File: src/logic/csr_pkg.sv
// How it works
// - status bit 1 reads one when no signal adapter is fitted.
// - status bit 0 carries converter self-test error, one means error, resets zero.
// - self-test error set on loss of signal or loss of reference.
// - self-test error set on phase error beyond 180 degrees.
// - self-test error set when output differs over 180 LSBs from angle.
// - direction bit is trustworthy only while encoder emulation is enabled.
// - without emulation direction mirrors raw up/down output of converter.
// - write to counter location stores 32-bit preload, counter untouched.
// - read of counter location returns snapshot, both registers reset zero.
// - preload register feeds every reference preload of the counter.
// - running count is captured into snapshot so reads are stable.
// - multi read captures all selected channels together on one read.
// - no new multi capture until every captured snapshot was read.
// - all registers reset by the bridge active-low local reset.
// - multi read channel select at bits 6-9 plus enable bit 5.
// - global status bit 10 reads one while multi read in progress.
// - direction bit 2, zero down, one up, keeps last when static.
// - encoder counter counts only while emulation enable bit 8 set.
package csr_pkg;
  localparam int CSR_NCH          = 4;
  localparam int CSR_AW           = 8;
  localparam logic [7:0] CSR_OFF_GLOBAL  = 8'h00;
  localparam logic [7:0] CSR_OFF_STATUS0 = 8'h2C;
  localparam logic [7:0] CSR_OFF_COUNT0  = 8'h3C;
  localparam int CSR_BIT_MC_EN    = 5;
  localparam int CSR_BIT_MC_SEL   = 6;
  localparam int CSR_BIT_MC_BUSY  = 10;
  localparam int CSR_BIT_ST_ERR   = 0;
  localparam int CSR_BIT_ST_ABS   = 1;
  localparam int CSR_BIT_ST_DIR   = 2;
  localparam logic [31:0] CSR_RST_WORD = 32'h0000_0000;
endpackage

File: src/logic/csr_snap_if.sv
`timescale 1ns/1ps
interface csr_snap_if;
  logic [3:0]  cap;
  logic [31:0] cnt [4];
  logic [1:0]  rsel;
  logic [31:0] rdata;
  modport owner (output cap, output cnt, output rsel, input rdata);
  modport store (input cap, input cnt, input rsel, output rdata);
endinterface

File: src/logic/csr_regs.sv
`timescale 1ns/1ps
module csr_regs
  import csr_pkg::*;
(
  input  wire logic        REF_CLK,
  input  wire logic        RESET_N,
  input  wire logic        CE,
  input  wire logic        CS,
  input  wire logic        WR,
  input  wire logic        RD,
  input  wire logic [7:0]  ADDR,
  input  wire logic [31:0] WDATA,
  input  wire logic [3:0]  ADAPTER_PRESENT,
  input  wire logic [3:0]  SIGNAL_LOSS,
  input  wire logic [3:0]  REFERENCE_LOSS,
  input  wire logic [3:0]  PHASE_ERROR,
  input  wire logic [3:0]  TRACK_ERROR,
  input  wire logic [3:0]  RAW_UP,
  input  wire logic [3:0]  EMULATION_ENABLE,
  input  wire logic [3:0]  COUNT_UP,
  input  wire logic [3:0]  COUNT_DOWN,
  input  wire logic [3:0]  PRELOAD_STROBE,
  output logic [31:0]      RDATA,
  output logic             RVALID,
  output logic [31:0]      PRELOAD_VALUE [4],
  output logic [31:0]      COUNT_VALUE [4]
);
  csr_snap_if sif ();

  logic [31:0] pre_q [CSR_NCH];
  logic [31:0] cnt_q [CSR_NCH];
  logic [3:0]  dir_q;
  logic        mc_en_q;
  logic [3:0]  mc_sel_q;
  logic [3:0]  pend_q;
  logic [3:0]  cap_d;
  logic        rd_pend_q;
  logic        rd_snap_q;
  logic [31:0] rd_word_q;
  logic [3:0]  pend_d;
  logic [31:0] rd_word_d;
  logic [1:0]  sts_ch;
  logic        hit_global;
  logic        hit_status;
  logic        hit_count;

  // multi-read sequencer, one-hot
  typedef enum logic [1:0] {
    CSR_SEQ_IDLE = 2'b01,
    CSR_SEQ_BUSY = 2'b10
  } csr_seq_t;
  csr_seq_t    seq_q;
  csr_seq_t    seq_d;

  // channel index of a word address within a bank of four
  function automatic logic [1:0] ch_of(input logic [7:0] a, input logic [7:0] base);
    logic [7:0] d;
    d = a - base;
    return d[3:2];
  endfunction

  function automatic logic in_bank(input logic [7:0] a, input logic [7:0] base);
    return (a >= base) && (a < base + 8'h10) && (a[1:0] == 2'b00);
  endfunction

  // any one fault cause flags the channel
  function automatic logic selftest_err(input logic [3:0] signal_loss, input logic [3:0] reference_loss,
                                        input logic [3:0] phs, input logic [3:0] trk,
                                        input logic [1:0] ch);
    return signal_loss[ch] | reference_loss[ch] | phs[ch] | trk[ch];
  endfunction

  // one region per access, first match wins
  always_comb begin
    hit_global = 1'b0;
    hit_status = 1'b0;
    hit_count  = 1'b0;
    if (ADDR == CSR_OFF_GLOBAL) begin
      hit_global = 1'b1;
    end else if (in_bank(ADDR, CSR_OFF_STATUS0)) begin
      hit_status = 1'b1;
    end else if (in_bank(ADDR, CSR_OFF_COUNT0)) begin
      hit_count = 1'b1;
    end
  end

  assign sts_ch = ch_of(ADDR, CSR_OFF_STATUS0);

  wire cnt_hit = CS && hit_count;
  wire [1:0] cnt_ch = ch_of(ADDR, CSR_OFF_COUNT0);

  // ==========================================================
  // preload holding registers
  always_ff @(posedge REF_CLK or negedge RESET_N) begin
    if (!RESET_N) begin
      for (int i = 0; i < CSR_NCH; i++) begin
        pre_q[i] <= CSR_RST_WORD;
      end
    end else if (CE && WR && cnt_hit) begin
      pre_q[cnt_ch] <= WDATA;
    end
  end

  // ==========================================================
  // encoder counters
  always_ff @(posedge REF_CLK or negedge RESET_N) begin
    if (!RESET_N) begin
      for (int i = 0; i < CSR_NCH; i++) begin
        cnt_q[i] <= CSR_RST_WORD;
      end
    end else if (CE) begin
      for (int i = 0; i < CSR_NCH; i++) begin
        if (PRELOAD_STROBE[i]) begin
          cnt_q[i] <= pre_q[i];
        end else if (EMULATION_ENABLE[i] && (COUNT_UP[i] != COUNT_DOWN[i])) begin
          cnt_q[i] <= COUNT_UP[i] ? cnt_q[i] + 32'h1 : cnt_q[i] - 32'h1;
        end
      end
    end
  end

  // ==========================================================
  // direction of motion
  always_ff @(posedge REF_CLK or negedge RESET_N) begin
    if (!RESET_N) begin
      dir_q <= 4'h0;
    end else if (CE) begin
      for (int i = 0; i < CSR_NCH; i++) begin
        if (EMULATION_ENABLE[i]) begin
          // counter steps give a trustworthy sense; static keeps last
          if (COUNT_UP[i] && !COUNT_DOWN[i]) begin
            dir_q[i] <= 1'b1;
          end else if (COUNT_DOWN[i] && !COUNT_UP[i]) begin
            dir_q[i] <= 1'b0;
          end
        end else begin
          dir_q[i] <= RAW_UP[i];
        end
      end
    end
  end

  // ==========================================================
  // global multi-read control
  always_ff @(posedge REF_CLK or negedge RESET_N) begin
    if (!RESET_N) begin
      mc_en_q  <= 1'b0;
      mc_sel_q <= 4'h0;
    end else if (CE && CS && WR && ADDR == CSR_OFF_GLOBAL) begin
      mc_en_q  <= WDATA[CSR_BIT_MC_EN];
      mc_sel_q <= WDATA[CSR_BIT_MC_SEL +: 4];
    end
  end

  // capture decision for this cycle
  always_comb begin
    cap_d = 4'h0;
    if (CS && RD && cnt_hit) begin
      if (mc_en_q && mc_sel_q[cnt_ch]) begin
        if (pend_q == 4'h0) begin
          cap_d = mc_sel_q;
        end else if (!pend_q[cnt_ch]) begin
          // reread inside a sequence fetches current data only
          cap_d[cnt_ch] = 1'b1;
        end
      end else begin
        cap_d[cnt_ch] = 1'b1;
      end
    end
  end

  // outstanding captures; opening read itself counts as read
  always_comb begin
    pend_d = pend_q;
    if (RD && cnt_hit && mc_en_q && mc_sel_q[cnt_ch]) begin
      if (pend_q == 4'h0) begin
        pend_d = mc_sel_q & ~(4'h1 << cnt_ch);
      end else begin
        pend_d[cnt_ch] = 1'b0;
      end
    end
  end

  always_ff @(posedge REF_CLK or negedge RESET_N) begin
    if (!RESET_N) begin
      pend_q <= 4'h0;
    end else if (CE) begin
      pend_q <= pend_d;
    end
  end

  // sequencer follows the outstanding set
  always_comb begin
    seq_d = seq_q;
    case (seq_q)
      CSR_SEQ_IDLE: begin
        if (pend_d != 4'h0) begin
          seq_d = CSR_SEQ_BUSY;
        end
      end
      CSR_SEQ_BUSY: begin
        if (pend_d == 4'h0) begin
          seq_d = CSR_SEQ_IDLE;
        end
      end
      default: begin
        seq_d = CSR_SEQ_IDLE;
      end
    endcase
  end

  always_ff @(posedge REF_CLK or negedge RESET_N) begin
    if (!RESET_N) begin
      seq_q <= CSR_SEQ_IDLE;
    end else if (CE) begin
      seq_q <= seq_d;
    end
  end

  assign sif.cap  = CE ? cap_d : 4'h0;
  assign sif.rsel = cnt_ch;
  always_comb begin
    for (int i = 0; i < CSR_NCH; i++) begin
      sif.cnt[i] = cnt_q[i];
    end
  end

  csr_snap_mem u_snap (
    .clk   (REF_CLK),
    .rst_n (RESET_N),
    .ce    (CE),
    .sif   (sif)
  );

  // ==========================================================
  // read path: every word, snapshot or other, reaches RDATA two cycles after the read
  always_comb begin
    rd_word_d = CSR_RST_WORD;
    if (hit_global) begin
      rd_word_d[CSR_BIT_MC_EN]       = mc_en_q;
      rd_word_d[CSR_BIT_MC_SEL +: 4] = mc_sel_q;
      rd_word_d[CSR_BIT_MC_BUSY]     = (seq_q == CSR_SEQ_BUSY);
    end else if (hit_status) begin
      // fault causes are levels, taken as they stand at the read
      rd_word_d[CSR_BIT_ST_ERR] = selftest_err(SIGNAL_LOSS, REFERENCE_LOSS, PHASE_ERROR,
                                               TRACK_ERROR, sts_ch);
      rd_word_d[CSR_BIT_ST_ABS] = ~ADAPTER_PRESENT[sts_ch];
      rd_word_d[CSR_BIT_ST_DIR] = dir_q[sts_ch];
    end
  end

  always_ff @(posedge REF_CLK or negedge RESET_N) begin
    if (!RESET_N) begin
      rd_pend_q <= 1'b0;
    end else if (CE) begin
      rd_pend_q <= CS && RD;
    end
  end

  // only a counter read takes its word from the snapshot store
  always_ff @(posedge REF_CLK or negedge RESET_N) begin
    if (!RESET_N) begin
      rd_snap_q <= 1'b0;
    end else if (CE) begin
      rd_snap_q <= cnt_hit && RD;
    end
  end

  always_ff @(posedge REF_CLK or negedge RESET_N) begin
    if (!RESET_N) begin
      rd_word_q <= CSR_RST_WORD;
    end else if (CE) begin
      rd_word_q <= rd_word_d;
    end
  end

  always_ff @(posedge REF_CLK or negedge RESET_N) begin
    if (!RESET_N) begin
      RVALID <= 1'b0;
    end else if (CE) begin
      RVALID <= rd_pend_q;
    end
  end

  always_ff @(posedge REF_CLK or negedge RESET_N) begin
    if (!RESET_N) begin
      RDATA <= CSR_RST_WORD;
    end else if (CE) begin
      RDATA <= rd_snap_q ? sif.rdata : rd_word_q;
    end
  end

  // ==========================================================
  // observation copies, one cycle behind the registers
  always_ff @(posedge REF_CLK or negedge RESET_N) begin
    if (!RESET_N) begin
      for (int i = 0; i < CSR_NCH; i++) begin
        PRELOAD_VALUE[i] <= CSR_RST_WORD;
      end
    end else if (CE) begin
      for (int i = 0; i < CSR_NCH; i++) begin
        PRELOAD_VALUE[i] <= pre_q[i];
      end
    end
  end

  always_ff @(posedge REF_CLK or negedge RESET_N) begin
    if (!RESET_N) begin
      for (int i = 0; i < CSR_NCH; i++) begin
        COUNT_VALUE[i] <= CSR_RST_WORD;
      end
    end else if (CE) begin
      for (int i = 0; i < CSR_NCH; i++) begin
        COUNT_VALUE[i] <= cnt_q[i];
      end
    end
  end
endmodule

File: src/logic/csr_snap_mem.sv
`timescale 1ns/1ps
module csr_snap_mem
  import csr_pkg::*;
(
  input  wire logic   clk,
  input  wire logic   rst_n,
  input  wire logic   ce,
  csr_snap_if.store   sif
);
  logic [31:0] mem_q [CSR_NCH];
  logic [31:0] rd_q;

  // snapshot store, register-read output
  always_ff @(posedge clk or negedge rst_n) begin
    if (!rst_n) begin
      for (int i = 0; i < CSR_NCH; i++) begin
        mem_q[i] <= CSR_RST_WORD;
      end
    end else if (ce) begin
      for (int i = 0; i < CSR_NCH; i++) begin
        if (sif.cap[i]) begin
          mem_q[i] <= sif.cnt[i];
        end
      end
    end
  end

  always_ff @(posedge clk or negedge rst_n) begin
    if (!rst_n) begin
      rd_q <= CSR_RST_WORD;
    end else if (ce) begin
      // a capture in this cycle bypasses the store, else the read sees stale data
      if (sif.cap[sif.rsel]) begin
        rd_q <= sif.cnt[sif.rsel];
      end else begin
        rd_q <= mem_q[sif.rsel];
      end
    end
  end

  assign sif.rdata = rd_q;
endmodule

File: config.mk
export PLATFORM = sky130hd
export DESIGN_NAME = csr_regs
export DESIGN_NICKNAME = d
export VERILOG_FILES = /design/src/logic/csr_pkg.sv /design/src/logic/csr_snap_if.sv /design/src/logic/csr_regs.sv /design/src/logic/csr_snap_mem.sv
export SDC_FILE = /design/constraint.sdc
export NUM_CORES = 2
export LEC_CHECK = 0
export BUFFER_PORTS_ARGS = -buffer_cell sky130_fd_sc_hd__buf_2
export CAP_MARGIN = 25
export CORE_ASPECT_RATIO = 0.75
export CORE_MARGIN = 1.5
export CORE_UTILIZATION = 54
export DETAILED_ROUTE_END_ITERATION = 10
export HOLD_SLACK_MARGIN = 0.12
export PLACE_DENSITY = 0.77
export SKIP_CTS_REPAIR_TIMING = 1
export SYNTH_ARGS = -nofsm -noshare
export SYNTH_HDL_FRONTEND = slang
export SYNTH_SLANG_ARGS = --single-unit
File: constraint.sdc
create_clock -name REF_CLK -period 3.27 [get_ports REF_CLK]
set_clock_uncertainty 0.15 [all_clocks]
set_input_delay 0.4905 -clock REF_CLK [delete_from_list [all_inputs] [get_ports REF_CLK]]
set_output_delay 0.4905 -clock REF_CLK [all_outputs]
set_load 0.03 [all_outputs]
==> impl_metrics.json <==
{
  "status": "finished, final reports clean",
  "p_leak_nw": 23.3,
  "layoutNonFillerInstCount": 4759,
  "dpl-instance-area_um2": 42900,
  "design_area_um2": 45900,
  "wirelength_um": 111000,
  "synthTopCellsByArea": "dfrtp_1, mux2_2, ha_1",
  "port_buffers": 374,
  "drt_first_pass_iters": 8,
  "hp-class": "input port to flop",
  "fin_hold_ws_ps": 82.3,
  "num_vias": 28200,
  "cts_made_buffers": 74,
  "period_needed_ps": 3270,
  "fillers": 4861,
  "tightest_slew_ps": 1010,
  "total_power_mw": 36.2,
  "ios": 375,
  "synth_top_area_share_pct": 50.1,
  "synth_ff_type": "dfrtp_1",
  "final_layout_size_suffix_gt1_share_pct": 42.9,
  "grt_pass1_wl_um": 166000,
  "endpoint_kind": "flop",
  "synth_edf_count": 0,
  "grt_use_total_pct": 31.8,
  "fp.coreArea_um2": 66800,
  "yosysTopAreaCell": "dfrtp_1",
  "clk_latency_ps": 650,
  "worst-path-buf-inv": 0,
  "fmax_mhz": 306,
  "post-route-util_pct": 68.7,
  "dp.cells": 4606,
  "synthArstFlopShare_pct": 100,
  "ys_ff_latch": 731,
  "finalHoldViolCount": 0,
  "yosysUniqueCellTypes": 84,
  "finalSetupTns_ps": 0,
  "drc": 0,
  "area_delta_synth_final_pct": 25.8,
  "r2r_slack_ps": 2,
  "cts_tree": "built",
  "start_util_pct": 54.6,
  "die-area_um2": 69100,
  "hold_depth": 3,
  "antenna_found_initial": 14,
  "report.final.slew_viol_count": 0,
  "vdd_drop_max_mv": 0.517,
  "crit_required_ps": 3640,
  "drt-initial-drc-count": 2714,
  "chipHeight_um": 228,
  "period_share_pct": 99.9,
  "ys_seq_area_share_pct": 50.2,
  "htreeDepth": 3,
  "synthCells": 3046,
  "cp_cell_sequence": "ha_4, a2111oi_4, o21ai_4, a221oi_4, o41a_4, a21oi_4, a21oi_2, a21oi_2, o41ai_2, xnor2_1, mux2_1, o221a_1",
  "die_w_um": 303,
  "hpwl_um": 82200,
  "clock-sinks": 731,
  "avgSynthCellArea_um2": 12.0,
  "multi_input_area_um2": 17900,
  "critPathLaunchType": "flop",
  "ant_nets": 0,
  "grt_setup_unrepaired": "yes",
  "place.gp.congestion": 0.974,
  "yosys_warnings": 0,
  "crit_fanout": 3,
  "worst_slack_ps": 2.29,
  "max_stage_delay_ps": 420,
  "num_rows": 82,
  "seq_area_um2": 18300,
  "power.density_nw_per_um2": 790,
  "setup_violations": 0,
  "maxCapViolations": 0,
  "ff2ff_path_depth": 12,
  "grt_pass1_vias": 27400,
  "vias_per_cell": 5.93,
  "syn_area_um2": 36400,
  "cp.arrival_ps": 3630,
  "crit_slowest_cell": "dfrtp_1",
  "syn-num-nets": 3270,
  "cts-root-buf": "clkbuf_16",
  "routedWlPerCell_um": 23.2,
  "grt-ovfl-total": 0,
  "cp.depth": 12,
  "crit_top_cell": "a21oi_2",
  "grt_max_degree": 150,
  "critPathKind": "flop to flop",
  "critPathTopFamily": "compound AO/OA/AOI/OAI gates",
  "cts.clk_slew.worst_paths_ps": 70,
  "slew_headroom_pct": 32.6,
  "clockBufferDepth": 3,
  "nets": 4041,
  "place_ws_ps": -631
}
## cell type report
| type | count | share of cell area [%] |
|---|---|---|
| clock inverter | 30 | 0.952 |
| inverter | 57 | 0.505 |
| sequential | 731 | 39.9 |
| tap | 882 | 2.41 |
| multi-input combinational | 2105 | 39.0 |
| clock buffer | 102 | 4.71 |
| antenna | 4 | 0.0218 |
| timing repair buffer | 848 | 12.5 |
## cell usage in the layout, fill, tap and decap left out, types with 49 or more instances in the layout
| master | n |
|---|---|
| inv_1 | 49 |
| buf_2 | 371 |
| o21ai_0 | 137 |
| mux2i_1 | 79 |
| buf_4 | 440 |
| clkbuf_16 | 75 |
| mux4_2 | 69 |
| nor2_1 | 184 |
| xnor2_1 | 62 |
| mux2_2 | 520 |
| a21oi_1 | 219 |
| a21o_1 | 76 |
| dfrtp_1 | 729 |
| nand2_1 | 195 |
| ha_1 | 112 |
## worst min-delay path, delay by kind of cell
kind                   cells  cell delay, ps
AOI/OAI and AO/OA          1             140
buffers and inverters      1             110
muxes                      1              90
## per-layer routing
layer | wire length [um] | global-route usage, % | part of all wire, % | vias up
met5 | 34 | 0 | 0.031 | -
met4 | 2630 | 8.04 | 2.4 | 6
met3 | 11700 | 9.45 | 11 | 186
met2 | 46100 | 44.2 | 42 | 1174
met1 | 50200 | 48.6 | 45 | 14200
li1 | - | - | - | 12600
## final timing paths
kind | to | startpoint
setup / recovery | cnt_q[31]$_DFFE_PN0P_ | cnt_q[6]$_DFFE_PN0P_
hold / removal | dir_q[3]$_DFFE_PN0P_ | RAW_UP[3]
setup reg to reg | cnt_q[31]$_DFFE_PN0P_ | cnt_q[6]$_DFFE_PN0P_
hold reg to reg | rd_pend_q$_DFFE_PN0P_ | rd_pend_q$_DFFE_PN0P_
max in group asynchronous | PRELOAD_VALUE[25]$_DFFE_PN0P_ | RESET_N
min in group asynchronous | u_snap.sif.rdata[4]$_DFFE_PN0P_ | RESET_N
## cell families after synthesis
kind of cell,Yosys count,synth area share [%]
muxes,671,22.6
buffers and inverters,210,2.28
DFF,731,50.2
AOI/OAI and AO/OA,658,11.2
adders and majority gates,138,4.82
xor gates and xnor gates,105,2.52
and+or+nand+nor,533,6.38
## power by group
| part | internal, mW | switching [mW] | leakage (nW) | total [mW] |
|---|---|---|---|---|
| clock network | 5.36 | 3.71 | 1.28 | 9.07 |
| registers | 10.5 | 1.40 | 9.87 | 11.9 |
| logic | 6.79 | 8.45 | 12.1 | 15.2 |
| total | 22.7 | 13.6 | 23.3 | 36.2 |
## sequential cells by signal, indices dropped and copies added (netlist names), 2 cells and up
| signal | count |
|---|---|
| COUNT_VALUE | 128 |
| PRELOAD_VALUE | 128 |
| RDATA | 32 |
| cnt_q | 128 |
| dir_q | 4 |
| mc_sel_q | 4 |
| pend_q | 4 |
| pre_q | 128 |
| rd_word_q | 9 |
| seq_q | 2 |
| u_snap.mem_q | 128 |
| u_snap.sif.rdata | 32 |
## cells in the mapped netlist, types with 28 or more instances
cell type	count
a21o_1	76
a21oi_1	241
clkbuf_1	113
dfrtp_1	730
ha_1	134
inv_1	54
mux2_2	520
mux2i_1	79
mux4_2	69
nand2_1	197
nand3_1	36
nor2_1	187
nor3_1	32
o21ai_0	151
o21ai_1	28
xnor2_1	62
xor2_1	43
Note: power is estimated with default switching activity, not from simulation.
